**config.mk**
```make
export PLATFORM = sky130hd
export DESIGN_NAME = sct_touch_seq
export DESIGN_NICKNAME = d
export VERILOG_FILES = /design/src/verilog/sct_pkg.sv /design/src/verilog/sct_cmp_if.sv /design/src/verilog/sct_cmp_filter.sv /design/src/verilog/sct_touch_seq.sv
export SDC_FILE = /design/constraint.sdc
export NUM_CORES = 1
export LEC_CHECK = 0
export CORE_MARGIN = 1
export CORE_UTILIZATION = 51
export DETAILED_ROUTE_END_ITERATION = 8
export DONT_BUFFER_PORTS = 1
export PLACE_DENSITY_LB_ADDON = 0.25
export SETUP_SLACK_MARGIN = 0.15
export SYNTH_ARGS = -nofsm -noshare
export SYNTH_HDL_FRONTEND = slang
export SYNTH_SLANG_ARGS = --single-unit
```
**constraint.sdc**
```tcl
create_clock -name SYS_CLK_I -period 3.9 [get_ports SYS_CLK_I]
set_input_delay 0.585 -clock SYS_CLK_I [delete_from_list [all_inputs] [get_ports SYS_CLK_I]]
set_output_delay 0.585 -clock SYS_CLK_I [all_outputs]
set_load 0.01 [all_outputs]
```
**src/verilog/sct_pkg.sv**
```systemverilog
// Shared constants for the switched-capacitance touch sequencer.
// Assumes a single 250 MHz core clock; no other clock reaches the block.
package sct_pkg;

	// Register indices; byte address on the bus is index times four
	localparam logic [15:0] IDX_CONFIG = 16'ha150;
	localparam logic [15:0] IDX_ANALOG = 16'ha151;
	localparam logic [15:0] IDX_COMMAND = 16'ha152;
	localparam logic [15:0] IDX_COUNT_LO = 16'ha153;
	localparam logic [15:0] IDX_COUNT_HI = 16'ha154;
	localparam logic [15:0] IDX_EVT_STATUS = 16'ha158;
	localparam logic [15:0] IDX_EVT_MASK = 16'ha159;
	localparam int ADDR_W = 18;
	localparam int DATA_W = 32;

	// Config register fields
	localparam int CFG_ENABLE = 7;
	localparam int CFG_PSR = 6;
	localparam int CFG_REFLVL = 5;
	localparam int CFG_VTH = 4;
	localparam int CFG_CDT_HI = 3;
	// Analog config fields
	localparam int ACFG_PD = 7;
	localparam int ACFG_ZERO_HI = 6;
	localparam int ACFG_ZERO_LO = 4;
	localparam int ACFG_FIL_HI = 3;
	// Command register fields
	localparam int CMD_INTEN = 7;
	localparam int CMD_CNT_HI = 6;
	localparam int CMD_CNT_LO = 5;
	localparam int CMD_AUTO_RIGHT_SHIFT = 4;
	localparam int CMD_RPT_HI = 3;
	localparam int CMD_RPT_LO = 2;
	localparam int CMD_SENSE_IRQ_FLAG = 1;
	localparam int CMD_START = 0;
	// Event status / mask bits
	localparam int EVT_DONE = 0;
	localparam int EVT_REFUSED = 1;
	localparam int EVT_W = 2;

	localparam logic [7:0] REG_RESET = 8'h00;

	// Discharge timing in core clock periods
	localparam int ZERO_PRE = 4;
	localparam int ZERO_STEP = 128;
	localparam int ZERO_POST = 1;
	localparam int ZERO_W = 11;

	localparam int CNT_W = 18;
	localparam int ACC_W = 21;
	localparam int FIL_DEPTH = 15;
	localparam logic [7:0] LFSR_SEED = 8'h01;

	typedef enum logic [1:0] {
		ST_IDLE,
		ST_ZERO,
		ST_CHARGE,
		ST_DUMP
	} sct_state_e;

	typedef struct packed {
		sct_state_e st;
		logic [7:0] cfg;
		logic [7:0] acfg;
		logic inten;
		logic auto_right_shift;
		logic [1:0] repeat_count;
		logic flag;
		logic busy;
		logic [CNT_W-1:0] count;
		logic [CNT_W-1:0] conv;
		logic [ACC_W-1:0] acc;
		logic [2:0] rep_left;
		logic [ZERO_W-1:0] tmr;
		logic [EVT_W-1:0] status;
		logic [EVT_W-1:0] mask;
		logic ack;
		logic [7:0] rdata;
		logic [7:0] lfsr;
	} sct_top_s;

endpackage : sct_pkg

```
**src/verilog/sct_cmp_if.sv**
```systemverilog
// Carrier between the sequencer and its comparator filter.
// Assumes both ends sit on the same core clock.
`timescale 1ns/1ns
`default_nettype none
interface sct_cmp_if;
	logic comp_raw;
	logic [3:0] filt_len;
	logic filt_out;
	modport filt (input comp_raw, input filt_len, output filt_out);
	modport seq (output comp_raw, output filt_len, input filt_out);
endinterface : sct_cmp_if
`default_nettype wire

```
**src/verilog/sct_cmp_filter.sv**
```systemverilog
// Comparator synchroniser and run-length filter.
// Assumes the comparator pin is asynchronous to the core clock.
`timescale 1ns/1ns
`default_nettype none
module sct_cmp_filter (
	input wire logic clk_i,
	input wire logic nrst_i,
	sct_cmp_if.filt cmp
);
	typedef struct packed {
		logic s1;
		logic s2;
		logic s3;
		logic stable;
		logic [sct_pkg::FIL_DEPTH-1:0] hist;
		logic out;
	} sct_fil_s;

	sct_fil_s s_q;
	sct_fil_s s_d;

	// Next state: sync chain, agreement gate, history window
	always_comb begin
		logic all_one;
		logic [3:0] n;
		all_one = 1'b1;
		n = (cmp.filt_len == 4'h0) ? 4'h1 : cmp.filt_len; // Zero treated as one sample
		s_d = s_q;
		s_d.s1 = cmp.comp_raw;
		s_d.s2 = s_q.s1;
		s_d.s3 = s_q.s2;
		// Only a level seen by both late stages counts
		if (s_q.s2 == s_q.s3) begin
			s_d.stable = s_q.s3;
		end
		s_d.hist = {s_q.hist[sct_pkg::FIL_DEPTH-2:0], s_q.stable};
		for (int i = 0; i < sct_pkg::FIL_DEPTH; i++) begin
			if ((i < int'(n)) && !s_d.hist[i]) begin
				all_one = 1'b0;
			end
		end
		s_d.out = all_one;
	end

	// State register
	always_ff @(posedge clk_i or negedge nrst_i) begin
		if (!nrst_i) begin
			s_q <= '0;
		end else begin
			s_q <= s_d;
		end
	end

	assign cmp.filt_out = s_q.out;
endmodule : sct_cmp_filter
`default_nettype wire

```
**src/verilog/sct_touch_seq.sv**
```systemverilog
// Switched-capacitance touch-key sequencer with Avalon-MM register slave.
// Assumes SYS_CLK_I is the internal oscillator and the analog switches,
// comparator and pad live outside; COMP_I is asynchronous.
//
// Decided for this implementation: the Avalon-MM register port.
`timescale 1ns/1ns
`default_nettype none
// Functional notes
// - Runs only while sense_enable set
// - Core clock is the oscillator clock
// - Discharge reference first, then release switch
// - Discharge lasts 4+128*(len+1)+1 cycles
// - Optional pad pulldown for (len+1)*128 cycles
// - Charge key, dump to reference, count
// - Each interval lasts charge_dump_time+1 cycles
// - Threshold select: half or three quarters
// - Reference level select, default 1.8V
// - Filter trips after N high samples
// - Trip ends detection, stores count, flags
// - Count cleared on start, holds result
// - 18-bit count, top bits in command
// - Auto shift divides summed repeat counts
// - Hardware sets flag, only software clears
// - Interrupt when flag and enable set
module sct_touch_seq (
	input wire logic SYS_CLK_I,
	input wire logic NRST_I,
	input wire logic [sct_pkg::ADDR_W-1:0] AVS_ADDRESS_I,
	input wire logic AVS_READ_I,
	input wire logic AVS_WRITE_I,
	input wire logic [sct_pkg::DATA_W-1:0] AVS_WRITEDATA_I,
	input wire logic [3:0] AVS_BYTEENABLE_I,
	output logic [sct_pkg::DATA_W-1:0] AVS_READDATA_O,
	output logic AVS_WAITREQUEST_O,
	input wire logic COMP_I,
	output logic REF_DISCHARGE_O,
	output logic PAD_PULLDOWN_O,
	output logic KEY_CHARGE_O,
	output logic KEY_DUMP_O,
	output logic THRESH_SEL_O,
	output logic REF_LEVEL_SEL_O,
	output logic CURRENT_DITHER_O,
	output logic BUSY_O,
	output logic IRQ_O
);
	localparam sct_pkg::sct_top_s RST = '{
		st: sct_pkg::ST_IDLE,
		lfsr: sct_pkg::LFSR_SEED,
		default: '0
	};

	sct_pkg::sct_top_s s_q;
	sct_pkg::sct_top_s s_d;

	sct_cmp_if cmp ();

	// Address match against a register index
	function automatic logic reg_hit(input logic [sct_pkg::ADDR_W-1:0] a, input logic [15:0] idx);
		reg_hit = (a == {idx, 2'b00});
	endfunction : reg_hit

	// Total discharge length for a zero-length field
	function automatic logic [sct_pkg::ZERO_W-1:0] zero_total(input logic [2:0] z);
		zero_total = sct_pkg::ZERO_W'(sct_pkg::ZERO_PRE + sct_pkg::ZERO_STEP * (int'(z) + 1)
			+ sct_pkg::ZERO_POST);
	endfunction : zero_total

	// Pad pulldown length for a zero-length field
	function automatic logic [sct_pkg::ZERO_W-1:0] pd_len(input logic [2:0] z);
		pd_len = sct_pkg::ZERO_W'(sct_pkg::ZERO_STEP * (int'(z) + 1));
	endfunction : pd_len

	// Filter sits in its own module so the sync chain stays isolated
	sct_cmp_filter u_filter (
		.clk_i(SYS_CLK_I),
		.nrst_i(NRST_I),
		.cmp(cmp.filt)
	);

	assign cmp.comp_raw = COMP_I;
	assign cmp.filt_len = s_q.acfg[sct_pkg::ACFG_FIL_HI:0];

	// Next-state logic: bus side first, so hardware sets below win
	always_comb begin
		logic req;
		logic acc_now;
		logic wr;
		logic be0;
		logic [7:0] wd;
		logic [7:0] rd;
		logic start_req;
		logic [2:0] zlen;
		logic [3:0] cdt;
		logic [sct_pkg::ACC_W-1:0] sum;
		logic [sct_pkg::CNT_W-1:0] conv_inc;
		req = AVS_READ_I | AVS_WRITE_I;
		acc_now = req & s_q.ack;
		wr = acc_now & AVS_WRITE_I;
		be0 = AVS_BYTEENABLE_I[0];
		wd = AVS_WRITEDATA_I[7:0];
		rd = 8'h00;
		start_req = 1'b0;
		zlen = s_q.acfg[sct_pkg::ACFG_ZERO_HI:sct_pkg::ACFG_ZERO_LO];
		cdt = s_q.cfg[sct_pkg::CFG_CDT_HI:0];
		sum = '0;
		conv_inc = s_q.conv + sct_pkg::CNT_W'(1);
		s_d = s_q;

		// One wait state: ack rises after the first request cycle
		s_d.ack = req & ~s_q.ack;

		// Read data captured in the wait cycle, shown when waitrequest drops
		if (reg_hit(AVS_ADDRESS_I, sct_pkg::IDX_CONFIG)) begin
			rd = s_q.cfg;
		end else if (reg_hit(AVS_ADDRESS_I, sct_pkg::IDX_ANALOG)) begin
			rd = s_q.acfg;
		end else if (reg_hit(AVS_ADDRESS_I, sct_pkg::IDX_COMMAND)) begin
			rd = {s_q.inten, s_q.count[sct_pkg::CNT_W-1:sct_pkg::CNT_W-2], s_q.auto_right_shift,
				s_q.repeat_count, s_q.flag, s_q.busy};
		end else if (reg_hit(AVS_ADDRESS_I, sct_pkg::IDX_COUNT_LO)) begin
			rd = s_q.count[7:0];
		end else if (reg_hit(AVS_ADDRESS_I, sct_pkg::IDX_COUNT_HI)) begin
			rd = s_q.count[15:8];
		end else if (reg_hit(AVS_ADDRESS_I, sct_pkg::IDX_EVT_STATUS)) begin
			rd = {{(8 - sct_pkg::EVT_W){1'b0}}, s_q.status};
		end else if (reg_hit(AVS_ADDRESS_I, sct_pkg::IDX_EVT_MASK)) begin
			rd = {{(8 - sct_pkg::EVT_W){1'b0}}, s_q.mask};
		end else begin
			rd = 8'h00; // Unmapped reads as zero
		end
		if (AVS_READ_I && !s_q.ack) begin
			s_d.rdata = rd;
		end

		// Read of event status clears it; an event this cycle still lands
		if (acc_now && AVS_READ_I && reg_hit(AVS_ADDRESS_I, sct_pkg::IDX_EVT_STATUS)) begin
			s_d.status = '0;
		end

		// Register writes; low byte lane carries the data
		if (wr && be0) begin
			if (reg_hit(AVS_ADDRESS_I, sct_pkg::IDX_CONFIG)) begin
				s_d.cfg = wd;
			end else if (reg_hit(AVS_ADDRESS_I, sct_pkg::IDX_ANALOG)) begin
				s_d.acfg = wd;
			end else if (reg_hit(AVS_ADDRESS_I, sct_pkg::IDX_COMMAND)) begin
				s_d.inten = wd[sct_pkg::CMD_INTEN];
				s_d.auto_right_shift = wd[sct_pkg::CMD_AUTO_RIGHT_SHIFT];
				s_d.repeat_count = wd[sct_pkg::CMD_RPT_HI:sct_pkg::CMD_RPT_LO];
				s_d.flag = wd[sct_pkg::CMD_SENSE_IRQ_FLAG];
				start_req = wd[sct_pkg::CMD_START];
			end else if (reg_hit(AVS_ADDRESS_I, sct_pkg::IDX_COUNT_LO)) begin
				s_d.count[7:0] = wd;
			end else if (reg_hit(AVS_ADDRESS_I, sct_pkg::IDX_COUNT_HI)) begin
				s_d.count[15:8] = wd;
			end else if (reg_hit(AVS_ADDRESS_I, sct_pkg::IDX_EVT_MASK)) begin
				s_d.mask = wd[sct_pkg::EVT_W-1:0];
			end
		end

		// Sequencer
		case (s_q.st)
			sct_pkg::ST_IDLE: begin
				if (start_req) begin
					if (!s_q.cfg[sct_pkg::CFG_ENABLE]) begin
						s_d.status[sct_pkg::EVT_REFUSED] = 1'b1;
					end else begin
						s_d.count = '0;
						s_d.conv = '0;
						s_d.acc = '0;
						s_d.busy = 1'b1;
						s_d.rep_left = 3'((1 << s_d.repeat_count) - 1);
						s_d.st = sct_pkg::ST_ZERO;
						s_d.tmr = zero_total(zlen) - sct_pkg::ZERO_W'(1);
					end
				end
			end
			sct_pkg::ST_ZERO: begin
				if (s_q.tmr == '0) begin
					s_d.st = sct_pkg::ST_CHARGE;
					s_d.tmr = sct_pkg::ZERO_W'(cdt);
				end else begin
					s_d.tmr = s_q.tmr - sct_pkg::ZERO_W'(1);
				end
			end
			sct_pkg::ST_CHARGE: begin
				if (s_q.tmr == '0) begin
					s_d.st = sct_pkg::ST_DUMP;
					s_d.tmr = sct_pkg::ZERO_W'(cdt);
				end else begin
					s_d.tmr = s_q.tmr - sct_pkg::ZERO_W'(1);
				end
			end
			sct_pkg::ST_DUMP: begin
				if (s_q.tmr != '0) begin
					s_d.tmr = s_q.tmr - sct_pkg::ZERO_W'(1);
				end else begin
					s_d.conv = conv_inc;
					s_d.lfsr = {s_q.lfsr[6:0], s_q.lfsr[7] ^ s_q.lfsr[5] ^ s_q.lfsr[4] ^ s_q.lfsr[3]};
					s_d.st = sct_pkg::ST_CHARGE;
					s_d.tmr = sct_pkg::ZERO_W'(cdt);
					if (cmp.filt_out) begin
						sum = s_q.acc + sct_pkg::ACC_W'(conv_inc);
						s_d.acc = sum;
						if (s_q.rep_left != '0) begin
							s_d.rep_left = s_q.rep_left - 3'd1;
							s_d.conv = '0;
							s_d.st = sct_pkg::ST_ZERO;
							s_d.tmr = zero_total(zlen) - sct_pkg::ZERO_W'(1);
						end else begin
							if (s_q.auto_right_shift) begin
								sum = sum >> s_q.repeat_count;
							end
							s_d.count = sum[sct_pkg::CNT_W-1:0];
							s_d.busy = 1'b0;
							s_d.st = sct_pkg::ST_IDLE;
							s_d.flag = 1'b1;
							s_d.status[sct_pkg::EVT_DONE] = 1'b1;
						end
					end
				end
			end
			default: begin
				s_d.st = sct_pkg::ST_IDLE;
			end
		endcase

		if (!s_q.cfg[sct_pkg::CFG_ENABLE] && s_q.st != sct_pkg::ST_IDLE) begin
			s_d.st = sct_pkg::ST_IDLE;
			s_d.busy = 1'b0;
		end
	end

	// Whole block on the oscillator clock
	always_ff @(posedge SYS_CLK_I or negedge NRST_I) begin
		if (!NRST_I) begin
			s_q <= RST;
		end else begin
			s_q <= s_d;
		end
	end

	// Bus answers
	assign AVS_WAITREQUEST_O = (AVS_READ_I | AVS_WRITE_I) & ~s_q.ack;
	assign AVS_READDATA_O = {{(sct_pkg::DATA_W - 8){1'b0}}, s_q.rdata};

	assign REF_DISCHARGE_O = (s_q.st == sct_pkg::ST_ZERO);
	// Pulldown over the first part of discharge
	assign PAD_PULLDOWN_O = (s_q.st == sct_pkg::ST_ZERO) && s_q.acfg[sct_pkg::ACFG_PD]
		&& (s_q.tmr >= zero_total(s_q.acfg[sct_pkg::ACFG_ZERO_HI:sct_pkg::ACFG_ZERO_LO])
		- pd_len(s_q.acfg[sct_pkg::ACFG_ZERO_HI:sct_pkg::ACFG_ZERO_LO]));
	// Charge and dump phases never overlap
	assign KEY_CHARGE_O = (s_q.st == sct_pkg::ST_CHARGE);
	assign KEY_DUMP_O = (s_q.st == sct_pkg::ST_DUMP);
	assign THRESH_SEL_O = s_q.cfg[sct_pkg::CFG_VTH];
	assign REF_LEVEL_SEL_O = s_q.cfg[sct_pkg::CFG_REFLVL];
	// Dither bit only moves when enabled, to keep current steady otherwise
	assign CURRENT_DITHER_O = s_q.cfg[sct_pkg::CFG_PSR] & s_q.lfsr[0];
	assign BUSY_O = s_q.busy;
	// Flag and enable, plus masked events
	assign IRQ_O = (s_q.flag & s_q.inten) | (|(s_q.status & s_q.mask));
endmodule : sct_touch_seq
`default_nettype wire

```
Word-level counts from Yosys, hierarchy flattened --
Index checks and enable logic that the tools add are counted.
Storage, ports and cells: input bits 59, bits in registers 135, word-level logic and storage cells 224, output and inout port bits 42
Cells by class: bitwise gates (word level) 18, equality and inequality tests 24, order comparisons 16, shift operators 2, add/subtract/negate cells 10, reductions and logical operators 61, multiplexer cells 68
Operator list (number):
- 73-bit 2-to-1 mux | 2
- 18-bit equality test, second input constant | 7
- 61-bit case mux with 2 select lines | 1
- 72-bit 2-to-1 mux | 1
- 16-bit 2-to-1 mux | 4
- 8-bit 2-to-1 mux | 8
- 62-bit 2-to-1 mux | 1
- 18-bit 2-to-1 mux | 2
- 11-bit case mux with 3 select lines | 1
- 4-bit less-than comparator, first input constant | 7
- 1-bit 2-to-1 mux | 28
- 1-bit logical AND | 22
- 11-bit 2-to-1 mux | 2
- 11-bit by 1-bit subtractor with 11-bit output, second input constant | 2
- 21-bit by 18-bit adder with 21-bit output | 1
- 21-bit by 2-bit >> shifter with 18-bit output | 1
- 2-bit 2-to-1 mux | 10
- 20-bit 2-to-1 mux | 1
- 18-bit by 1-bit adder with 18-bit output, second input constant | 1
- 6-bit AND reduction | 3
- 1-bit zero test | 17
- 3-bit by 4-bit less-than comparator with 1-bit output, first input constant | 4
- 14-bit 2-to-1 mux | 1
- 3-bit 2-to-1 mux | 4
- other kinds (37) | 68

Longest topological paths before layout --
depth after elaboration 19, mapped depth 16, gate-level depth less buffers 14

Cells and area by module --
A second synthesis with hierarchy kept.
Unflattened totals: cell total of the unflattened synthesis 983, area total of the unflattened synthesis 8770.9 µm²
By module, submodules not included:
- sct_touch_seq | cells an instance 938, area an instance 8142.8 µm², sequential area each 2904.0 µm², instances 1
- sct_cmp_filter | cells an instance 45, area an instance 628.1 µm², sequential area each 475.5 µm², instances 1

Worst setup path before layout --
OpenSTA, ideal clock, no wires.
path kind register to register, start point register s_q[58] (netlist name), end point register s_q[91] (netlist name), period minus slack after synthesis 3.462 ns, arrival time 3.380 ns, slack 0.438 ns, library setup time 0.082 ns, required time 3.818 ns, stages on the path, launching flop included 17, buffers on the path 2, cell sequence dfrtp_1 > and3_1 > and3_1 > clkbuf_1 > and4_1 > nand2_1 > nor2_1 > xor2_1 > ha_1 > clkbuf_1 > nand4_1 > nor3b_1 > a22oi_1 > a31oi_1 > xor2_1 > o221ai_1 > a31oi_1
On the way: longest elaborated chain between the ends 8
RTL lines:
- from (decl) | RTL line sct_touch_seq.sv:52 | sct_pkg::sct_top_s s_q;
- from (signal assigned) | RTL line sct_touch_seq.sv:237 | s_q <= RST;
- from (signal assigned) | RTL line sct_touch_seq.sv:239 | s_q <= s_d;
- 18-bit by 1-bit adder with 18-bit output * | RTL line sct_touch_seq.sv:106 | conv_inc = s_q.conv + sct_pkg::CNT_W'(1);
- 21-bit by 18-bit adder with 21-bit output * | RTL line sct_touch_seq.sv:203 | sum = s_q.acc + sct_pkg::ACC_W'(conv_inc);
- 21-bit by 2-bit >> shifter with 18-bit output | RTL line sct_touch_seq.sv:212 | sum = sum >> s_q.repeat_count;
- 18-bit 2-to-1 mux * | RTL line sct_touch_seq.sv:211 | if (s_q.auto_right_shift) begin
- 20-bit 2-to-1 mux * | RTL line sct_touch_seq.sv:205 | if (s_q.rep_left != '0) begin
- 73-bit 2-to-1 mux * | RTL line sct_touch_seq.sv:202 | if (cmp.filt_out) begin
- 62-bit 2-to-1 mux * | RTL line sct_touch_seq.sv:195 | if (s_q.tmr != '0) begin
- 61-bit case mux with 2 select lines * | RTL line sct_touch_seq.sv:162 | case (s_q.st)
Mark *: on every way between the ends. The rest lies on a longest branch, timed or not. The select of a mux whose other input is x is not followed. A chain may end at the register's enable or synchronous reset.

==> metrics.txt <==
status=finished, final reports clean; commonest non-fill, non-tap cell in the layout=dfrtp_1; clk sinks=135; library cells used by synthesis=92; crit path time final=3.52 ns; post-DP HPWL=15500 um; initial antenna violation count=0; Syn Inst Count=937; max layer used=met4; Final Max Slew Viols=0; drt wl/cell=18.9 um; Clock Tree Buf Depth=2; die area=17600 um2; period utilisation layout=about nine tenths; Reg clk slew, reported paths=0.06 ns; Most used DFF post-synth=dfrtp_1; remaining antenna violation count=0; total of max-cap violations=0; DRC violations left=0; fmax=284 MHz; die width=133 um; metal1 wirelength=10100 um; CP arrival=3.81 ns; number of instances in the placed design=~1100; PortBufs=0; Synth Cell Area=8700 um2; setup_tns=0 ns; clock skew=between 0.007 and 0.008 ns; final hold violation count=0; largest net degree at the start of global routing=136; clk_lat worst skew=0.42 ns; Hold Worst Slack=approximately 0.11 ns; ANT cells=0; CTS buffer count=17; CP endpoint kind=flip-flop; RSZ-0062 raised after global routing=yes; starting density of the core=approximately 52%; non-filler instance count after layout=1146; Vias=7029; Post-synth EDFFs=0; CTS root buffer=clkbuf_16; total track usage=25.0%; met3 WL=1100 um; core region area=16600 um2; Synth Register Bits=135; CP Launch Type=flip-flop; global-route wire length before repair=34700 um; Crit-path slowest cell=dfrtp_1; CTS tree=yes; worst path cell trace=ha_2 > nand3_1 > buf_4 > nor2_1 > xor2_1 > ha_1 > a21oi_1 > o21bai_1 > a41o_1 > a31o_2 > xor2_1 > buf_4 > a211oi_1 > o31ai_1; P&R area growth vs syn=7.97%; routed wl met2=9890 um; highest-count cells in the layout ignoring fill and taps=dfrtp_1 (134), nand2_1 (95), nor2_1 (64); crit-path max FO=6; drt via density=~6.1; Post-Route WL=21700 um; H-Tree Depth=4; nets=1004; # rows=47; Reg2Reg Depth=14; sequential share of the synthesized area=38.9%; Pleak=4.11 nW; Ys Warns=0; first drt pass iteration count=5; Peak VDD IR=299 uV; gp weighted congestion=0.897; remaining global-route overflow=0; worst hold path type=primary input to asynchronous set/reset pin; Tot Pwr=slightly above 3 mW; Post-synth ARST share=100%; IO Pins=101; share of cells above drive strength 1=12.0%; syn_area_per_cell=slightly above 9 um2; postcts setup bufs=0; final setup vio count=0; pwr/cell area=327 nW/um2; worst slew pin tran=~0.90 ns; number of global-route vias before repair=roughly 6500; initial drt markers=479; Chip Height=133 um; Crit Path Class=flip-flop to flip-flop; Max-slew headroom=39.2%; CP required=about 4.2 ns; critical path's largest stage delay=between 0.4 and 0.5 ns
synthesized netlist by cell type (all sizes together), types with 8 or more instances:
cell type | count | area share (%)
dfrtp | 134 | 39
nand2 | 96 | 4.2
o21ai | 75 | 4.3
nor2 | 69 | 3.1
buf | 52 | 4.0
a21oi | 47 | 2.7
a22o | 35 | 3.5
ha | 31 | 4.5
clkbuf | 27 | 1.2
mux2i | 24 | 2.8
nand3 | 23 | 1.3
inv | 22 | 0.95
mux2 | 22 | 2.9
xnor2 | 22 | 2.2
nor3 | 19 | 1.5
a21o | 17 | 1.5
a31oi | 13 | 0.94
and3 | 13 | 0.94
xor2 | 13 | 1.3
o211ai | 12 | 1.1
o22ai | 11 | 0.79
o31ai | 11 | 1.0
a211oi | 10 | 0.92
and2 | 9 | 0.65
a221oi | 8 | 0.81
nand2b | 8 | 0.58
nor4 | 8 | 1.1
path summary, 6_finish.rpt:
path	startpoint	end	slack, ns
worst max-delay path	s_q[56]	s_q[84]	0.38
worst min-delay path	NRST_I	s_q[2]	0.11
worst max register to register	s_q[56]	s_q[84]	0.38
worst min register to register	u_filter.s_d[18]	u_filter.s_d[17]	0.35
max in group asynchronous	NRST_I	s_q[58]	3.20
min in group SYS_CLK_I	COMP_I	u_filter.s_d[18]	0.19
where the power goes:
part	switching (mW)	total [mW]	internal, mW	leakage (nW)
Sequential	0.0118	1.43	1.42	1.70
Clock	0.632	1.57	0.940	0.271
Combinational	0.0513	0.0659	0.0146	2.13
Total	0.695	3.07	2.37	4.11
area by class of cell:
class                           count  area, um2
Fill cell                        1488       7250
Multi-Input combinational cell    723       4950
Sequential cell                   135       3380
Clock buffer                       17        425
Tap cell                          220        275
Clock inverter                     15        153
Timing Repair Buffer               13        118
Inverter                           23       86.3
per-stage QoR:
| stage | util, % | area (um2) | setup WS (ns) |
|---|---|---|---|
| 2_1_floorplan | - | 8780 | 0.438 |
| 3_3_place_gp | 52.3 | 8700 | 0.225 |
| 3_5_place_dp | 52.3 | 8700 | 0.184 |
| 4_1_cts | 55.9 | 9300 | 0.156 |
| 5_1_grt | 56.4 | 9390 | 0.127 |
| 6_report | 56.4 | 9390 | 0.379 |
repair_timing:
action / CTS / global route
setup endpoints to repair: 0 / 10
resized for setup: 0 / 17
endpoints found under the hold margin: 135 / 0
hold buffers: 1 / 0
sequential cells by signal (all words and copies together) (netlist names):
name / count
s_q: 101
u_filter.s_d: 17
AVS_READDATA_O: 8
cmp.filt_len: 4
BUSY_O: 1
REF_LEVEL_SEL_O: 1
THRESH_SEL_O: 1
u_filter.cmp.filt_out: 1
u_filter.s_q: 1
kinds of logic (layout without fill, tap and decap cells):
family,Yosys count,count (layout),share of synthesized area [%]
buffers and inverters,102,68,6.17
multiplexers,46,46,5.65
other,1,24,0.0431
adder cells (fa/ha/maj),33,33,4.81
flip-flops,135,135,38.9
AND/OR/NAND/NOR,288,288,17.4
AO/OA/AOI/OAI,297,297,23.6
XOR/XNOR,35,35,3.53
routing by layer:
| metal | vias up | track usage [%] |
|---|---|---|
| li1 | 3380 | - |
| met3 | 47 | 4.56 |
| met5 | - | 0 |
| met1 | 3367 | 35.1 |
| met4 | 0 | 9.39 |
| met2 | 235 | 38.4 |
worst max-delay path: cells and delay by family (launching register included):
family | cells | cell delay (ns)
compound gates | 6 | 1.34
fa+ha+maj | 2 | 0.60
flops | 1 | 0.43
xor+xnor | 2 | 0.38
buf+inv | 2 | 0.37
simple gates | 2 | 0.28
(Power assumes the default switching activity.)
